[src/inc/vies_pkg.sv]
// vme interrupt enable/status block: offsets, field layouts, reset values
// assumes an apb register bus with 32-bit data and byte addressing
package vies_pkg;
  // ----------------------------------------------------------------
  // register byte offsets
  // ----------------------------------------------------------------
  localparam logic [11:0] OFF_ENABLE = 12'h310;
  localparam logic [11:0] OFF_STATUS = 12'h314;
  localparam logic [11:0] OFF_MAP_LINES = 12'h318;
  localparam logic [11:0] OFF_MAP_MISC = 12'h31c;
  localparam logic [11:0] OFF_MAP_MBOX = 12'h340;
  localparam logic [11:0] OFF_HOST_STAT = 12'h344;
  localparam logic [11:0] OFF_HOST_MASK = 12'h348;

  // ----------------------------------------------------------------
  // field positions and implemented-bit masks
  // ----------------------------------------------------------------
  localparam int SOFT_LVL_LSB = 25;
  localparam int MBOX_LSB = 16;
  localparam int GEN_SOFT_BIT = 12;
  localparam int VME_ERR_BIT = 10;
  localparam int PCI_ERR_BIT = 9;
  localparam int DMA_BIT = 8;
  localparam int GEN_SOFT_MAP_LSB = 16;
  localparam logic [31:0] IRQ_BITS_MASK = 32'hfe0f_17ff;
  localparam logic [31:0] MAP_LINES_MASK = 32'h7777_7777;
  localparam logic [31:0] MAP_MISC_MASK = 32'h0007_0777;
  localparam logic [15:0] MAP_MBOX_MASK = 16'h7777;
  localparam int HOST_EVT_W = 2;

  // ----------------------------------------------------------------
  // reset values
  // ----------------------------------------------------------------
  localparam logic [31:0] ENABLE_RST = 32'h0000_0000;
  localparam logic [31:0] STATUS_RST = 32'h0000_0000;
  localparam logic [31:0] MAP_RST = 32'h0000_0000;
  localparam logic [2:0] GEN_SOFT_MAP_STRAP = 3'h2;

  // ----------------------------------------------------------------
  // state of the top module
  // ----------------------------------------------------------------
  typedef struct packed {
    logic strap_done;
    logic [31:0] enable;
    logic [31:0] status;
    logic [31:0] map_lines;
    logic [31:0] map_misc;
    logic [15:0] map_mbox;
    logic [14:0] hist;
    logic [HOST_EVT_W-1:0] host_stat;
    logic [HOST_EVT_W-1:0] host_mask;
    logic host_irq;
    logic [6:0] vreq;
    logic pready;
    logic pslverr;
    logic [31:0] prdata;
  } vies_state_t;
endpackage

[src/rtl/vies_map.sv]
// level mapper: turns active sources and their 3-bit maps into level requests
// assumes map value 0 means no level and value n means level n
`timescale 1ns/1ps
module vies_map
  import vies_pkg::*;
#(
  parameter int NSRC = 16,
  parameter int LEVELS = 7
)(
  input wire logic [NSRC-1:0] act,
  input wire logic [3*NSRC-1:0] maps,
  output logic [LEVELS-1:0] req
);
  // ----------------------------------------------------------------
  // checks
  // ----------------------------------------------------------------
  if (LEVELS < 1 || LEVELS > 7) begin : g_bad_levels
    $error("levels must be 1 to 7 for 3-bit maps");
  end

  logic [LEVELS-1:0][NSRC-1:0] hit;

  // ----------------------------------------------------------------
  // per level, per source match
  // ----------------------------------------------------------------
  for (genvar l = 0; l < LEVELS; l++)
  begin : g_lvl
    for (genvar s = 0; s < NSRC; s++)
    begin : g_src
      // a zero map never equals l+1, so it masks the source
      assign hit[l][s] = act[s] && (maps[3*s +: 3] == 3'(l + 1));
    end
    assign req[l] = |hit[l];
  end
endmodule // vies_map

[src/rtl/vies_top.sv]
// vme interrupt enable and status registers with level mapping and apb slave
// assumes inputs synchronous to CLK, apb master per amba spec, CE as clock enable
//
// Added by the designer: the APB slave port.
`timescale 1ns/1ps
module vies_top
  import vies_pkg::*;
#(
  parameter int ADDR_W = 12
)(
  input wire logic CLK,
  input wire logic RESETN,
  input wire logic CE,
  input wire logic PSEL,
  input wire logic PENABLE,
  input wire logic PWRITE,
  input wire logic [ADDR_W-1:0] PADDR,
  input wire logic [31:0] PWDATA,
  output logic [31:0] PRDATA,
  output logic PREADY,
  output logic PSLVERR,
  input wire logic AUTO_SLOT_POWERUP_OPTION,
  input wire logic [3:0] MAILBOX_IRQ,
  input wire logic VME_BUS_ERROR_IRQ,
  input wire logic PCI_BUS_ERROR_IRQ,
  input wire logic DMA_DONE_IRQ,
  input wire logic [7:0] PCI_IRQ_LINES,
  output logic [6:0] VME_IRQ_LEVEL_LINE,
  output logic HOST_IRQ
);
  // ----------------------------------------------------------------
  // checks
  // ----------------------------------------------------------------
  if (ADDR_W < 10 || ADDR_W > 12) begin : g_bad_addr
    $error("address width must be 10 to 12 bits");
  end

  // ----------------------------------------------------------------
  // reset release through two flops
  // ----------------------------------------------------------------
  logic rst_meta_ff;
  logic rst_n;

  // async assert, sync release; only the second flop is used downstream
  always_ff @(posedge CLK or negedge RESETN)
  begin
    if (!RESETN)
    begin
      rst_meta_ff <= 1'b0;
      rst_n <= 1'b0;
    end
    else
    begin
      rst_meta_ff <= 1'b1;
      rst_n <= rst_meta_ff;
    end
  end

  // ----------------------------------------------------------------
  // bus decode
  // ----------------------------------------------------------------
  vies_state_t q;
  vies_state_t nxt_q;
  logic [11:0] addr;
  logic acc;
  logic done;
  logic wr;
  logic sel_en;
  logic sel_st;
  logic sel_ml;
  logic sel_mm;
  logic sel_mb;
  logic sel_hs;
  logic sel_hm;
  logic hit;

  assign addr = 12'(PADDR);
  assign acc = CE && PSEL && PENABLE;
  // one wait state: the access cycle with pready high completes
  assign done = acc && q.pready;
  assign wr = done && PWRITE;
  assign sel_en = (addr == OFF_ENABLE);
  assign sel_st = (addr == OFF_STATUS);
  assign sel_ml = (addr == OFF_MAP_LINES);
  assign sel_mm = (addr == OFF_MAP_MISC);
  assign sel_mb = (addr == OFF_MAP_MBOX);
  assign sel_hs = (addr == OFF_HOST_STAT);
  assign sel_hm = (addr == OFF_HOST_MASK);
  assign hit = sel_en | sel_st | sel_ml | sel_mm | sel_mb | sel_hs | sel_hm;

  // ----------------------------------------------------------------
  // source edges and status set terms
  // ----------------------------------------------------------------
  logic [14:0] hw_lvl;
  logic [14:0] hw_rise;
  logic [31:0] new_en;
  logic [31:0] en_rise;
  logic [31:0] st_set;
  logic [31:0] st_clr;
  logic [31:0] rdata;

  // mailboxes 14:11, vme err 10, pci err 9, dma 8, pci lines 7:0
  assign hw_lvl = {MAILBOX_IRQ, VME_BUS_ERROR_IRQ, PCI_BUS_ERROR_IRQ, DMA_DONE_IRQ,
                   PCI_IRQ_LINES};
  assign hw_rise = hw_lvl & ~q.hist;
  assign new_en = (wr && sel_en) ? (PWDATA & IRQ_BITS_MASK) : q.enable;
  assign en_rise = new_en & ~q.enable;

  // soft sources latch on enable rise, hardware ones on input rise
  always_comb
  begin
    st_set = 32'h0;
    st_set[31:SOFT_LVL_LSB] = en_rise[31:SOFT_LVL_LSB];
    st_set[GEN_SOFT_BIT] = en_rise[GEN_SOFT_BIT];
    st_set[MBOX_LSB +: 4] = hw_rise[14:11];
    st_set[VME_ERR_BIT] = hw_rise[10];
    st_set[PCI_ERR_BIT] = hw_rise[9];
    st_set[DMA_BIT] = hw_rise[8];
    st_set[7:0] = hw_rise[7:0];
  end

  // clear never touches the source, only the latch
  assign st_clr = (wr && sel_st) ? PWDATA : 32'h0;

  // ----------------------------------------------------------------
  // level mapping
  // ----------------------------------------------------------------
  logic [31:0] active;
  logic [15:0] map_act;
  logic [47:0] map_sel;
  logic [6:0] map_req;
  logic [6:0] req_c;

  assign active = q.status & q.enable;
  assign map_act = {active[19:16], active[GEN_SOFT_BIT], active[10:8], active[7:0]};
  assign map_sel = {q.map_mbox[14:12], q.map_mbox[10:8], q.map_mbox[6:4],
                    q.map_mbox[2:0], q.map_misc[18:16], q.map_misc[10:8],
                    q.map_misc[6:4], q.map_misc[2:0], q.map_lines[30:28],
                    q.map_lines[26:24], q.map_lines[22:20], q.map_lines[18:16],
                    q.map_lines[14:12], q.map_lines[10:8], q.map_lines[6:4],
                    q.map_lines[2:0]};

  vies_map #(
    .NSRC(16),
    .LEVELS(7)
  ) u_map (
    .act(map_act),
    .maps(map_sel),
    .req(map_req)
  );

  // soft level n always lands on level n, no map involved
  assign req_c = map_req | active[31:SOFT_LVL_LSB];

  // ----------------------------------------------------------------
  // read mux
  // ----------------------------------------------------------------
  always_comb
  begin
    rdata = 32'h0;
    if (sel_en)
      rdata = q.enable;
    if (sel_st)
      rdata = q.status;
    if (sel_ml)
      rdata = q.map_lines;
    if (sel_mm)
      rdata = q.map_misc;
    if (sel_mb)
      rdata = {16'h0, q.map_mbox};
    if (sel_hs)
      rdata = {{(32 - HOST_EVT_W){1'b0}}, q.host_stat};
    if (sel_hm)
      rdata = {{(32 - HOST_EVT_W){1'b0}}, q.host_mask};
  end

  // ----------------------------------------------------------------
  // next state
  // ----------------------------------------------------------------
  logic [HOST_EVT_W-1:0] host_set;

  // bit0: a new status latch, bit1: access to an unmapped address
  assign host_set = {done && !hit, |(st_set & ~q.status & IRQ_BITS_MASK)};

  always_comb
  begin
    nxt_q = q;
    nxt_q.hist = hw_lvl;
    nxt_q.enable = new_en;
    // set wins over a same-cycle write-one clear
    nxt_q.status = ((q.status & ~st_clr) | st_set) & IRQ_BITS_MASK;
    if (wr && sel_ml)
      nxt_q.map_lines = PWDATA & MAP_LINES_MASK;
    if (wr && sel_mm)
      nxt_q.map_misc = PWDATA & MAP_MISC_MASK;
    if (wr && sel_mb)
      nxt_q.map_mbox = PWDATA[15:0] & MAP_MBOX_MASK;
    if (wr && sel_hm)
      nxt_q.host_mask = PWDATA[HOST_EVT_W-1:0];
    // read clears host events; a new event in that cycle survives
    if (done && !PWRITE && sel_hs)
      nxt_q.host_stat = host_set;
    else
      nxt_q.host_stat = q.host_stat | host_set;
    // strap is caught in the first enabled cycle after reset release
    if (!q.strap_done)
    begin
      nxt_q.strap_done = 1'b1;
      nxt_q.enable[GEN_SOFT_BIT] = AUTO_SLOT_POWERUP_OPTION;
      nxt_q.status[GEN_SOFT_BIT] = AUTO_SLOT_POWERUP_OPTION;
      if (AUTO_SLOT_POWERUP_OPTION)
        nxt_q.map_misc[GEN_SOFT_MAP_LSB +: 3] = GEN_SOFT_MAP_STRAP;
    end
    nxt_q.host_irq = |(nxt_q.host_stat & nxt_q.host_mask);
    nxt_q.vreq = req_c;
    // apb: answer one cycle into the access phase
    nxt_q.pready = acc && !q.pready;
    nxt_q.pslverr = acc && !q.pready && !hit;
    if (acc && !q.pready)
      nxt_q.prdata = PWRITE ? 32'h0 : rdata;
  end

  // ----------------------------------------------------------------
  // state register
  // ----------------------------------------------------------------
  always_ff @(posedge CLK or negedge rst_n)
  begin
    if (!rst_n)
    begin
      q <= '0;
      q.enable <= ENABLE_RST;
      q.status <= STATUS_RST;
      q.map_lines <= MAP_RST;
      q.map_misc <= MAP_RST;
    end
    else if (CE)
      q <= nxt_q;
  end

  assign PRDATA = q.prdata;
  assign PREADY = q.pready;
  assign PSLVERR = q.pslverr;
  assign VME_IRQ_LEVEL_LINE = q.vreq;
  assign HOST_IRQ = q.host_irq;

  // ----------------------------------------------------------------
  // assertions
  // ----------------------------------------------------------------
  logic wr_en_c;
  logic wr_st_c;

  assign wr_en_c = wr && sel_en;
  assign wr_st_c = wr && sel_st;

  chk_soft_rise_sets: assert property (@(posedge CLK) disable iff (!rst_n)
    ((q.enable[31:25] & ~$past(q.enable[31:25]) & ~q.status[31:25]) == 7'h0))
    else $error("soft level enable rose without status set");

  chk_soft_fall_keeps: assert property (@(posedge CLK) disable iff (!rst_n)
    CE && wr_en_c && q.enable[31] && !PWDATA[31] |=> !q.enable[31] &&
    (q.status[31] == $past(q.status[31])))
    else $error("clearing soft enable changed status");

  chk_mbox_level: assert property (@(posedge CLK) disable iff (!rst_n)
    CE && q.enable[16] && q.status[16] && q.map_mbox[2:0] == 3'h6 |=> VME_IRQ_LEVEL_LINE[5])
    else $error("enabled mailbox did not request its level");

  chk_gen_soft_rise: assert property (@(posedge CLK) disable iff (!rst_n)
    $rose(q.enable[12]) |-> q.status[12])
    else $error("general soft enable rose without status");

  chk_dma_level: assert property (@(posedge CLK) disable iff (!rst_n)
    CE && q.enable[8] && q.status[8] && q.map_misc[2:0] == 3'h1 |=> VME_IRQ_LEVEL_LINE[0])
    else $error("enabled dma did not request level 1");

  chk_line_level: assert property (@(posedge CLK) disable iff (!rst_n)
    CE && q.enable[0] && q.status[0] && q.map_lines[2:0] == 3'h3 |=> VME_IRQ_LEVEL_LINE[2])
    else $error("enabled pci line did not request level 3");

  chk_masked_quiet: assert property (@(posedge CLK) disable iff (!rst_n)
    CE && q.enable == 32'h0 |=> VME_IRQ_LEVEL_LINE == 7'h0)
    else $error("request with every source disabled");

  chk_zero_map: assert property (@(posedge CLK) disable iff (!rst_n)
    CE && q.map_lines == 32'h0 && q.map_misc == 32'h0 && q.map_mbox == 16'h0 &&
    q.enable[31:25] == 7'h0 |=> VME_IRQ_LEVEL_LINE == 7'h0)
    else $error("request from an unmapped source");

  chk_write_zero: assert property (@(posedge CLK) disable iff (!rst_n)
    CE && wr_st_c && !PWDATA[31] && q.status[31] |=> q.status[31])
    else $error("writing zero cleared a status bit");

  chk_edge_latch: assert property (@(posedge CLK) disable iff (!rst_n)
    CE && VME_BUS_ERROR_IRQ && !q.hist[10] |=> q.status[10] [*1])
    else $error("vme error edge not latched");

  chk_w1c_clear: assert property (@(posedge CLK) disable iff (!rst_n)
    CE && wr_st_c && PWDATA[10] && !hw_rise[10] |=> !q.status[10])
    else $error("write one did not clear vme error status");

  chk_reserved_zero: assert property (@(posedge CLK) disable iff (!rst_n)
    (q.status & ~IRQ_BITS_MASK) == 32'h0 && (q.enable & ~IRQ_BITS_MASK) == 32'h0)
    else $error("reserved bit set");

  cov_soft_req: cover property (@(posedge CLK) disable iff (!rst_n)
    $rose(VME_IRQ_LEVEL_LINE[1]));
  cov_mbox_clear: cover property (@(posedge CLK) disable iff (!rst_n)
    q.status[16] ##1 !q.status[16]);
  cov_host_irq: cover property (@(posedge CLK) disable iff (!rst_n)
    $rose(HOST_IRQ));
  cov_slverr: cover property (@(posedge CLK) disable iff (!rst_n)
    PREADY && PSLVERR);
endmodule // vies_top

[config.mk]
export PLATFORM = sky130hd
export DESIGN_NAME = vies_top
export DESIGN_NICKNAME = d
export VERILOG_FILES = /design/src/inc/vies_pkg.sv /design/src/rtl/vies_map.sv /design/src/rtl/vies_top.sv
export SDC_FILE = /design/constraint.sdc
export NUM_CORES = 1
export LEC_CHECK = 0
export BUFFER_PORTS_ARGS = -buffer_cell sky130_fd_sc_hd__buf_2
export CAP_MARGIN = 20
export CORE_MARGIN = 5
export CORE_UTILIZATION = 26
export DETAILED_ROUTE_END_ITERATION = 7
export PLACE_DENSITY = 0.52
export RECOVER_POWER = 100
export SYNTH_ARGS = -nofsm -noshare
export SYNTH_HDL_FRONTEND = slang
export SYNTH_SLANG_ARGS = --single-unit
[constraint.sdc]
create_clock -name CLK -period 7.1 [get_ports CLK]
set_input_delay 1.065 -clock CLK [delete_from_list [all_inputs] [get_ports CLK]]
set_output_delay 1.065 -clock CLK [all_outputs]
set_load 0.01 [all_outputs]
Word level (Yosys, flattened, before mapping)
Index checks and enable logic that the tools add are counted.
{ "op_classes": {"n_reduce_logical": 143, "muxes": 17, "eq_ne": 119, "n_bitwise": 19} }
{ "ops": {"columns": ["cell", "count"], "rows": [
  ["32-bit 2-to-1 mux", 10],
  ["3-bit equality test (second input constant)", 64],
  ["32-bit AND", 4],
  ["1-bit logical AND", 127],
  ["16-bit OR reduction", 7],
  ["3-bit by 2-bit equality test with 1-bit output (second input constant)", 32],
  ["32-bit inverter", 3],
  ["12-bit by 10-bit equality test with 1-bit output (second input constant)", 7],
  ["3-bit by 1-bit equality test with 1-bit output (second input constant)", 16],
  ["32-bit bitwise OR", 1],
  ["23-bit OR reduction", 1],
  ["19-bit 2-to-1 mux", 1],
  ["15-bit AND", 1],
  ["15-bit inverter", 1],
  ["2-bit AND reduction", 4],
  ["7-bit bitwise OR", 1],
  ["3-bit 2-to-1 mux", 2],
  ["1-bit bitwise OR", 6],
  ["2-bit 2-to-1 mux", 2],
  ["1-bit zero test", 3],
  ["2-bit AND", 1],
  ["1-bit 2-to-1 mux", 2],
  ["2-bit bitwise OR", 1],
  ["2-bit OR reduction", 1]
]} }
{ "totals": {"register_bits": 167, "out_inout_bits": 42, "inputBits": 66} }

Logic depth before layout (Yosys ltp)
Gate-level depths: netlist of the first run.
{ "logic_depth": {"word_depth": 13, "ltp_mapped": 9} }

Hierarchy
A second synthesis of the first run with hierarchy kept.
{ "hier_totals": {"hier_cells": 900, "area_unflattened_um2": 9067.4} }
{ "modules_own_cells": {"columns": ["mod", "area_each_um2", "cells_per_inst", "instances", "seq_area_each_um2"], "rows": [
  ["vies_top", 7785.0, 753, 1, 4179.0],
  ["vies_map", 1282.5, 147, 1, 0.0]
]} }

Least setup slack after synthesis of the first run
Ideal clock, no wire load.
{ "synth_path": {"path_type": "input-to-reg", "from": "in PADDR[5]", "to": "reg q (netlist bit map_sel[0])", "arrival_ns": 2.597, "required_ns": 6.972, "setup_slack_ns": 4.375, "cell_stages": 6, "setup_time_ns": 0.128, "path_cell_list": "nor4b_2 > nand3_2 > or2_1 > nor2_1 > buf_4 > mux2_1"} }
{ "synth_via": {"elab_chain_len": 3} }
{ "synth_rtl": {"columns": ["item", "line", "rtl"], "rows": [
  ["start: declaration", "vies_top.sv:17", "input wire logic [ADDR_W-1:0] PADDR,"],
  ["12-bit by 10-bit equality test with 1-bit output", "vies_top.sv:84", "assign sel_ml = (addr == OFF_MAP_LINES);"],
  ["1-bit logical AND", "vies_top.sv:192", "if (wr && sel_ml)"],
  ["2-bit AND reduction (no line)", null, null],
  ["end signal: assignment", "vies_top.sv:237", "q <= nxt_q;"],
  ["end: declaration", "vies_top.sv:62", "vies_state_t q;"]
]} }
Every way passes these cells.
A chain may end at the register's enable or synchronous reset.

Worst setup path after layout of the first run
{ "layout_path": {"from": "in CE", "to": "reg q (netlist bit map_sel[35])"} }
{ "layout_via": {"elab_chain_len": 8} }
{ "layout_rtl": {"columns": ["item", "line", "rtl"], "rows": [
  ["start: declaration", "vies_top.sv:13", "input wire logic CE,"],
  ["1-bit logical AND (2 in a row)", "vies_top.sv:78", "assign acc = CE && PSEL && PENABLE;"],
  ["1-bit logical AND", "vies_top.sv:80", "assign done = acc && q.pready;"],
  ["1-bit logical AND", "vies_top.sv:81", "assign wr = done && PWRITE;"],
  ["1-bit logical AND", "vies_top.sv:194", "if (wr && sel_mm)"],
  ["19-bit 2-to-1 mux", "vies_top.sv:194", null],
  ["3-bit 2-to-1 mux", "vies_top.sv:211", "if (AUTO_SLOT_POWERUP_OPTION)"],
  ["3-bit 2-to-1 mux", "vies_top.sv:206", "if (!q.strap_done)"]
]} }
Several ways; a longest one is shown, not always the timed one.

==> impl_metrics.tcl, run 1 <==
set metrics [dict create \
    status "complete, but fails checks" \
    failed_checks "capacitance limit, slew limit" \
    overflow 0 \
    synth.top_cell.area_share 0.4804 \
    synth_compound_area_frac 0.1515 \
    cts_tree "yes" \
    yosys-top-cells-area "dfrtp_1, nand2_1, buf_4, mux2_1, o21ai_0" \
    cp_max_fo 59 \
    synthAdderAreaFrac 0 \
    grt_pass1_wl_um 48680 \
    synth-edff-count 0 \
    start_util 0.2614 \
    cts_buffers 17 \
    yosys.area.top_type "dfrtp_1" \
    first_pass_iters 5 \
    coreArea_um2 33280 \
    cellInternalPower_mw 1.536 \
    sequentialPowerShare 0.478 \
    dieWidth_um 192.9 \
    finalSetupViolations 0 \
    syn_area_per_cell_um2 9.444 \
    finalNonFillerCells 1441 \
    drc 0 \
    synthXorXnorAreaFrac 0 \
    nets 1046 \
    synth_flop_cell "dfrtp_1" \
    drt_iter0_drc 577 \
    synthToLayoutAreaGrowth_pct 13.67 \
    synth_simple_gate_area_frac 0.2235 \
    synthMuxAreaShare 0.07696 \
    synth_commonest_cells "nand2_1, dfrtp_1, o21ai_0" \
    cts.root.buffer_cell "clkbuf_16" \
    post_drt_wl_per_cell_um 22.35 \
    path_clk_slew_ns 0.07 \
    synth_most_common_cell "nand2_1" \
    crit_type "in2reg" \
    port_buffers 104 \
    grt_max_degree 72 \
    gp_congestion 0.9598 \
    cts-resized-gates 0 \
    fin_crit_sh 0.7048 \
    diodes 0 \
    cap_violations 1 \
    fin_ws_ns 2.096 \
    layout-drive-gt1-share 0.1370 \
    num-fill-cells 3568 \
    leakage_nw 4.171 \
    viasPerCell 5.129 \
    worst_pin_slew_ns 2.701 \
    syn_nets 987 \
    p_switching_mw 0.5281 \
    cts-hold-fix-buffers 0 \
    peakVddDrop_mv 0.1584 \
    cp-end-kind "register" \
    netSwitchingFraction 0.2558 \
    required_ns 7.30 \
    power_density_nw_per_um2 208.8 \
    hold_viol 0 \
    drtAntennaViolNets 0 \
    arrival_ns 5.20 \
    synth.distinct_cells 62 \
    grt_pass1_vias 7369 \
    syn_area_um2 8698 \
    wirelength_um 32200 \
    yosysWarnings 0 \
    fin_worst_skew_ns 0.01531 \
    die_area_um2 37210 \
    htreeDepth 4 \
    min-delay-path-class "reg2reg" \
    async_flop_share 1.000 \
    place_ws_ns 3.030 \
    post_cts_buffers 0 \
    cts_buffer_depth 2 \
    synth_top_family_by_area "simple AND/OR/NAND/NOR gates" \
    period_needed_ns 5.004 \
    combinationalPowerShare 0.060 \
    r2r_setup_slack_ns 4.76 \
    rsz0062_at_grt "no" \
    syn-instance-count 921 \
    seq_area_frac_synth 0.4804 \
    placed_cells 1408 \
    place_hpwl_um 24230 \
    numClockSinks 167 \
    clock.fmax_ghz 0.1998 \
    p_total_mw 2.064 \
    die_y_um 192.9 \
    ys_ff_latch 167 \
    ios 108 \
    antenna_found_initial 0 \
    num_vias 7391 \
    pwr-share-clk 0.463 \
    slew_headroom -0.8007 \
    fp-row-count 67 \
    grt_util_all_layers 0.1768 \
    clock_latency_ns 0.45 \
    critPathLaunchType "primary input" \
    setup_tns_ns 0 \
    slew_violations 60 \
]
## per-layer routing
| layer | track usage | vias to the layer above | wire [um] |
|---|---|---|---|
| li1 | - | 3390 | - |
| met1 | 0.2549 | 3699 | 15360 |
| met2 | 0.2702 | 265 | 14250 |
| met3 | 0.03853 | 37 | 2059 |
| met4 | 0.04466 | 0 | 534 |
| met5 | 0 | - | 0 |
## power groups by stage
stage / Clock, mW / Sequential, mW / Combinational, mW
floorplan: 0 / 1.01 / 0.0600
global placement: 0 / 1.00 / 0.125
detailed placement: 0 / 1.00 / 0.126
CTS: 0.982 / 0.986 / 0.127
global route: 1.02 / 0.989 / 0.139
finish: 0.955 / 0.986 / 0.123
## cell type report
class,count,area [um2],share of cell area
Clock buffer,17,425.4,0.04303
Tap cell,448,560.5,0.05669
Sequential cell,167,4179,0.4227
Multi-Input combinational cell,648,3906,0.3951
Clock inverter,15,165.2,0.01670
Timing Repair Buffer,114,530.5,0.05366
Inverter,32,120.1,0.01215
## cell usage in the layout, fill, tap and decap left out, types with 17 or more instances in the layout
cell       Yosys  routed
nor3_1        25      25
nand2_1      208     208
clkbuf_16      0      17
o21ai_0       48      74
nor2_1        31      31
o22ai_1       32      32
mux2_1        23      25
clkbuf_1      19      46
nand3_1       21      21
inv_1         32      32
dfrtp_1      167     167
nand2b_1      26      26
buf_2         11      61
## state kept, by name (all words and copies together) (netlist names), named ones only
signal,count
q,60
map_sel,48
PRDATA,32
VME_IRQ_LEVEL_LINE,7
HOST_IRQ,1
PREADY,1
PSLVERR,1
rst_meta_ff,1
rst_n,1
## cells by family after synthesis
family | Yosys count
AND/OR/NAND/NOR | 393
AO/OA/AOI/OAI | 201
flip-flops | 167
buffers and inverters | 106
multiplexers | 53
other | 1
## path summary, 6_finish.rpt
check,from,end,depth (start not counted)
worst max-delay path,CE,map_sel[35],7
worst max register to register,PREADY,map_sel[35],4
worst min register to register,rst_meta_ff,rst_n,0
worst min-delay path,rst_meta_ff,rst_n,0
min in group asynchronous,RESETN,rst_n,1
max in group asynchronous,rst_n,q[186],1
## critical path, stage by stage
cell	delay, ns
buf_2	0.08
clkbuf_1	1.89
and3_1	0.46
nand3_2	0.21
nor2_1	1.16
mux2i_1	0.28
a21oi_1	0.06
## per-stage QoR
stage | hold WS, ns | utilization | cell area (um2)
final | 0.3536 | 0.2971 | 9887
after global routing | 0.3671 | 0.2971 | 9887
after CTS | 0.2434 | 0.2999 | 9980
after detailed placement | 0.2452 | 0.2821 | 9389
after global placement | 0.2434 | 0.2821 | 9389
after floorplan | 0.3312 | - | 8698
(Power assumes the default switching activity.)
==> run 2, diff against run 1 <==
clock period = 4.75 ns   (was 7.1 ns; I/O delays follow)
==> run 2 against run 1 <==
Combinational power grew 44%; clock-buffer cell count stayed put; die area is the same; cell area rose by 0.49%; first-iteration DRC count decreased by 2.3%; clock skew about the same; highest routed layer unchanged; utilization up 0.15 points; the run still ends with capacitance limit, slew limit left; final cell count about the same; clock power up 54%; non-clock buffer count rose by 1; total power rose by 51%; worst hold slack worse by 0.31 ns; largest power group unchanged.
==> impl_metrics.tcl, run 2 (synthesized netlist as in run 1, its figures left out) <==
set metrics [dict create \
    path_cells "clkbuf_1, nand2b_1, nor3_2, buf_4, a21boi_0, o21ai_0, nand2_1" \
    crit_type "in2reg" \
    drt_iter0_drc 564 \
    placed_cells 1410 \
    overflow 0 \
    nets 1047 \
    grt_pass1_wl_um 47400 \
    htreeDepth 4 \
    power_density_nw_per_um2 314.7 \
    arrival_ns 3.75 \
    drtAntennaViolNets 0 \
    start_util 0.2614 \
    cts_tree "yes" \
    diodes 0 \
    post_cts_buffers 0 \
    wirelength_um 31530 \
    layout_commonest_cell "nand2_1" \
    failed_checks "capacitance limit, slew limit" \
    cp_max_fo 28 \
    grt_max_degree 99 \
    crit_end "q[153]" \
    largest_register_ffs 60 \
    die_y_um 192.9 \
    place_hpwl_um 24280 \
    cts-hold-fix-buffers 0 \
    fin_crit_sh 0.7207 \
    slew_violations 144 \
    fp-row-count 67 \
    path_depth 7 \
    layout-drive-gt1-share 0.1368 \
    regMostFlops "q" \
    coreArea_um2 33280 \
    slew_headroom -0.8728 \
    clock.fmax_ghz 0.2921 \
    cp-end-kind "register" \
    setup_tns_ns 0 \
    seq_area_um2 4179 \
    critPathLaunchType "primary input" \
    first_pass_iters 7 \
    grt_pass1_vias 7272 \
    finalNonFillerCells 1442 \
    crit_slowest_cell "clkbuf_1" \
    r2r_cells 0 \
    viasPerCell 4.990 \
    synthToLayoutAreaGrowth_pct 14.23 \
    finalSetupViolations 0 \
    mostFrequentLayoutCells "nand2_1, dfrtp_1, o21ai_0, buf_2, clkbuf_1" \
    antenna_found_initial 0 \
    port_buffers 104 \
    cts_buffer_depth 2 \
    num_vias 7196 \
    fin_worst_skew_ns 0.01548 \
    numClockSinks 167 \
    crit_family "buffers and inverters" \
    path_clk_slew_ns 0.07 \
    post_drt_wl_per_cell_um 21.86 \
    path_buf_inv 2 \
    required_ns 5.07 \
    crit_path_start "PADDR[2]" \
    ios 108 \
    cts_buffers 17 \
    cts.root.buffer_cell "clkbuf_16" \
    cts-resized-gates 0 \
    period_needed_ns 3.423 \
    peakVddDrop_mv 0.2523 \
    gp_congestion 0.9631 \
    hold_viol 0 \
    min-delay-path-class "in2async" \
    drc 0 \
    clock_latency_ns 0.44 \
    status "complete, but fails checks" \
    die_area_um2 37210 \
    r2r_end "VME_IRQ_LEVEL_LINE[5]" \
    worst_pin_slew_ns 2.809 \
    rsz0062_at_grt "no" \
    hold_slack_ns 0.04558 \
    multi_input_area_um2 3920 \
    grt_util_all_layers 0.1720 \
    num-fill-cells 3577 \
    leakage_nw 4.218 \
    slowest_delay_ns 1.25 \
    r2r_setup_slack_ns 1.94 \
    r2r-start "rst_n" \
    dieWidth_um 192.9 \
    cap_violations 3 \
]
run 2: cell count changes in the layout (fill, tap and decap cells not counted), moves of 2 or more:
cell,previous run,this run
inv_6,6,3
nand3_1,21,23
and2_1,6,3
and2_0,4,7
inv_8,1,6
run 2: where the power goes:
part | switching (mW) | internal (mW)
clock network | 0.669 | 0.800
registers | 0.0335 | 1.45
logic | 0.114 | 0.0627
total | 0.817 | 2.31
run 2: how the worst min path moves through the flow:
stage          slack, ns         from           to  depth (start not counted)
6_report            0.05       RESETN  rst_meta_ff                          1
3_3_place_gp        0.34  rst_meta_ff        rst_n                          0
4_1_cts             0.03       RESETN        rst_n                          1
2_1_floorplan       0.33  rst_meta_ff        rst_n                          0
5_1_grt             0.04       RESETN        rst_n                          1
3_5_place_dp        0.34  rst_meta_ff        rst_n                          0
run 2: routing by layer:
metal  global-route usage  up-vias  wire length [um]
met5                    0        -                 0
met4              0.04139        0               512
met3              0.03202       28              1737
met2               0.2690      236             14210
met1               0.2472     3534             15060
li1                     -     3398                 -
run 2: layout make-up:
type,count,area share
clock inverters,15,0.01826
well taps,448,0.05642
inverters,32,0.01209
flip-flops and latches,167,0.4206
multi-input cells,648,0.3945
repair buffers,115,0.05528
clock buffers,17,0.04282
run 2: stage by stage:
stage               utilization  cell area, um2  worst slack, ns  power [mW]
detailed placement       0.2829            9417            1.455       1.691
global route             0.2985            9936           0.9794       3.252
global placement         0.2829            9417            1.436       1.688
finish                   0.2985            9936            1.327       3.126
CTS                      0.3012           10020            1.924       3.170
floorplan                     -            8700            1.988       1.600
==> run 3, diff against run 2 <==
PLACE_DENSITY = 0.54   (was 0.52)
clock period = 2.85 ns   (was 4.75 ns; I/O delays follow)
==> run 3 against run 2 <==
The run still ends with capacitance limit, slew limit left; cell area rose by 0.74%; global-route usage fell by 0.071 points; utilization rose by 0.22 points; clock power rose by 56%; combinational power rose by 77%; final cell count rose by 1.3%; die area did not move; clock-buffer cell count rose by 4; clock skew fell by 0.0024 ns; critical path depth fell by 1; worst setup slack got worse by 0.90 ns; worst hold slack improved by 0.17 ns; critical path type unchanged; highest routed layer is now met5.
==> impl_metrics.tcl, run 3 (synthesized netlist as in run 1, its figures left out) <==
set metrics [dict create \
    antenna_found_initial 1 \
    numClockSinks 167 \
    arrival_ns 2.75 \
    layout_commonest_cell "nand2_1" \
    fp-row-count 67 \
    worst_path_most_repeated_cell "clkbuf_1" \
    overflow 0 \
    r2r_cells 6 \
    gp_congestion 1.008 \
    leakage_nw 4.266 \
    cts_buffer_depth 2 \
    diodes 0 \
    min_path_cells 3 \
    layout-drive-gt1-share 0.1422 \
    crit_type "in2reg" \
    placed_cells 1429 \
    slew_headroom -0.1657 \
    cts_tree "yes" \
    setup_tns_ns 0 \
    finalNonFillerCells 1461 \
    first_pass_iters 7 \
    die_y_um 192.9 \
    finalSetupViolations 0 \
    largest_register_ffs 60 \
    hold_viol 0 \
    status "complete, but fails checks" \
    dieWidth_um 192.9 \
    start_util 0.2614 \
    cp_max_fo 9 \
    path_clk_slew_ns 0.07 \
    clock_latency_ns 0.44 \
    htreeDepth 4 \
    regMostFlops "q" \
    port_buffers 104 \
    nets 1067 \
    crit_slowest_cell "clkbuf_1" \
    power_density_nw_per_um2 506.8 \
    grt_util_all_layers 0.1713 \
    cp-end-kind "register" \
    coreArea_um2 33280 \
    cts.root.buffer_cell "clkbuf_16" \
    cap_violations 1 \
    synthToLayoutAreaGrowth_pct 15.07 \
    drtAntennaViolNets 0 \
    fin_crit_sh 0.8508 \
    clock.fmax_ghz 0.4124 \
    period_needed_ns 2.425 \
    fin_worst_skew_ns 0.01311 \
    place_hpwl_um 24780 \
    path_cells "clkbuf_1, nor2_1, and3_1, clkbuf_1, nand3_1, o31ai_1" \
    die_area_um2 37210 \
    cts-resized-gates 0 \
    grt_pass1_wl_um 47580 \
    ios 108 \
    drc 0 \
    required_ns 3.18 \
    peakVddDrop_mv 0.3951 \
    viasPerCell 5.097 \
    wirelength_um 31640 \
    mostFrequentLayoutCells "nand2_1, dfrtp_1, o21ai_0, buf_2, clkbuf_1" \
    drt_iter0_drc 767 \
    slowest_delay_ns 0.60 \
    slew_violations 45 \
    critPathLaunchType "primary input" \
    grt_max_degree 58 \
    post_cts_buffers 0 \
    failed_checks "capacitance limit, slew limit" \
    num_vias 7446 \
    post_drt_wl_per_cell_um 21.65 \
    rsz0062_at_grt "no" \
    min-delay-path-class "in2reg" \
    worst_pin_slew_ns 1.749 \
    grt_pass1_vias 7311 \
    r2r_setup_slack_ns 0.66 \
    cts_buffers 17 \
]
[run 3: cell types whose count changed in the layout (fill, tap and decap cells not counted), sizes merged]
cell,before,now
buf,68,80
clkbuf,64,75
inv,41,33
clkinv,1,7
clkinvlp,3,0
dlygate4sd3,0,1
[run 3: what timing repair did]
item	4_1_cts	5_1_grt
setup endpoints to repair	0	0
endpoints found under the hold margin	2	0
hold buffers	1	0
[run 3: final cells by class]
cell class	instances	area, um2
well taps	448	560.5
flip-flops and latches	167	4179
fillers	3572	23270
multi-input cells	648	3881
repair buffers	135	695.7
clock inverters	10	122.6
inverters	32	120.1
clock buffers	21	450.4
[run 3: worst max-delay path, delay by kind of cell]
family | cells | cell delay, ns
AO/OA/AOI/OAI | 1 | 0.36
AND/OR/NAND/NOR | 3 | 1.26
buffers and inverters | 2 | 0.69
[run 3: power by group]
part           total, mW  internal [mW]  switching (mW)
registers           2.46           2.41          0.0425
clock network       2.30           1.32           0.986
logic              0.314          0.112           0.203
[run 3: per-layer routing]
metal	share of wire	global-route usage	vias to the layer above
met5	0.00041	0	-
met4	0.026	0.05310	2
met3	0.078	0.03419	49
met2	0.45	0.2663	287
met1	0.44	0.2411	3675
li1	-	-	3433
[run 3: worst paths after layout]
path | startpoint | endpoint
max | PADDR[1] | PRDATA[16]
min | PWDATA[21] | map_sel[16]
max reg2reg | q[148] | q[44]
min reg2reg | rst_meta_ff | rst_n
max in group asynchronous | rst_n | VME_IRQ_LEVEL_LINE[6]
min in group asynchronous | RESETN | rst_n
[run 3: stage by stage]
stage                     utilization  power, mW  hold slack, ns  setup slack, ns  area, um2
after floorplan                     -      2.667          0.1319          0.08804       8700
after global placement         0.2876      2.823          0.2142           0.3885       9572
after detailed placement       0.2876      2.830          0.2187           0.4190       9572
after CTS                      0.3051      5.146          0.1999           0.7471      10150
after global routing           0.3008      5.260          0.2145           0.3455      10010
final                          0.3008      5.072          0.2124           0.4253      10010
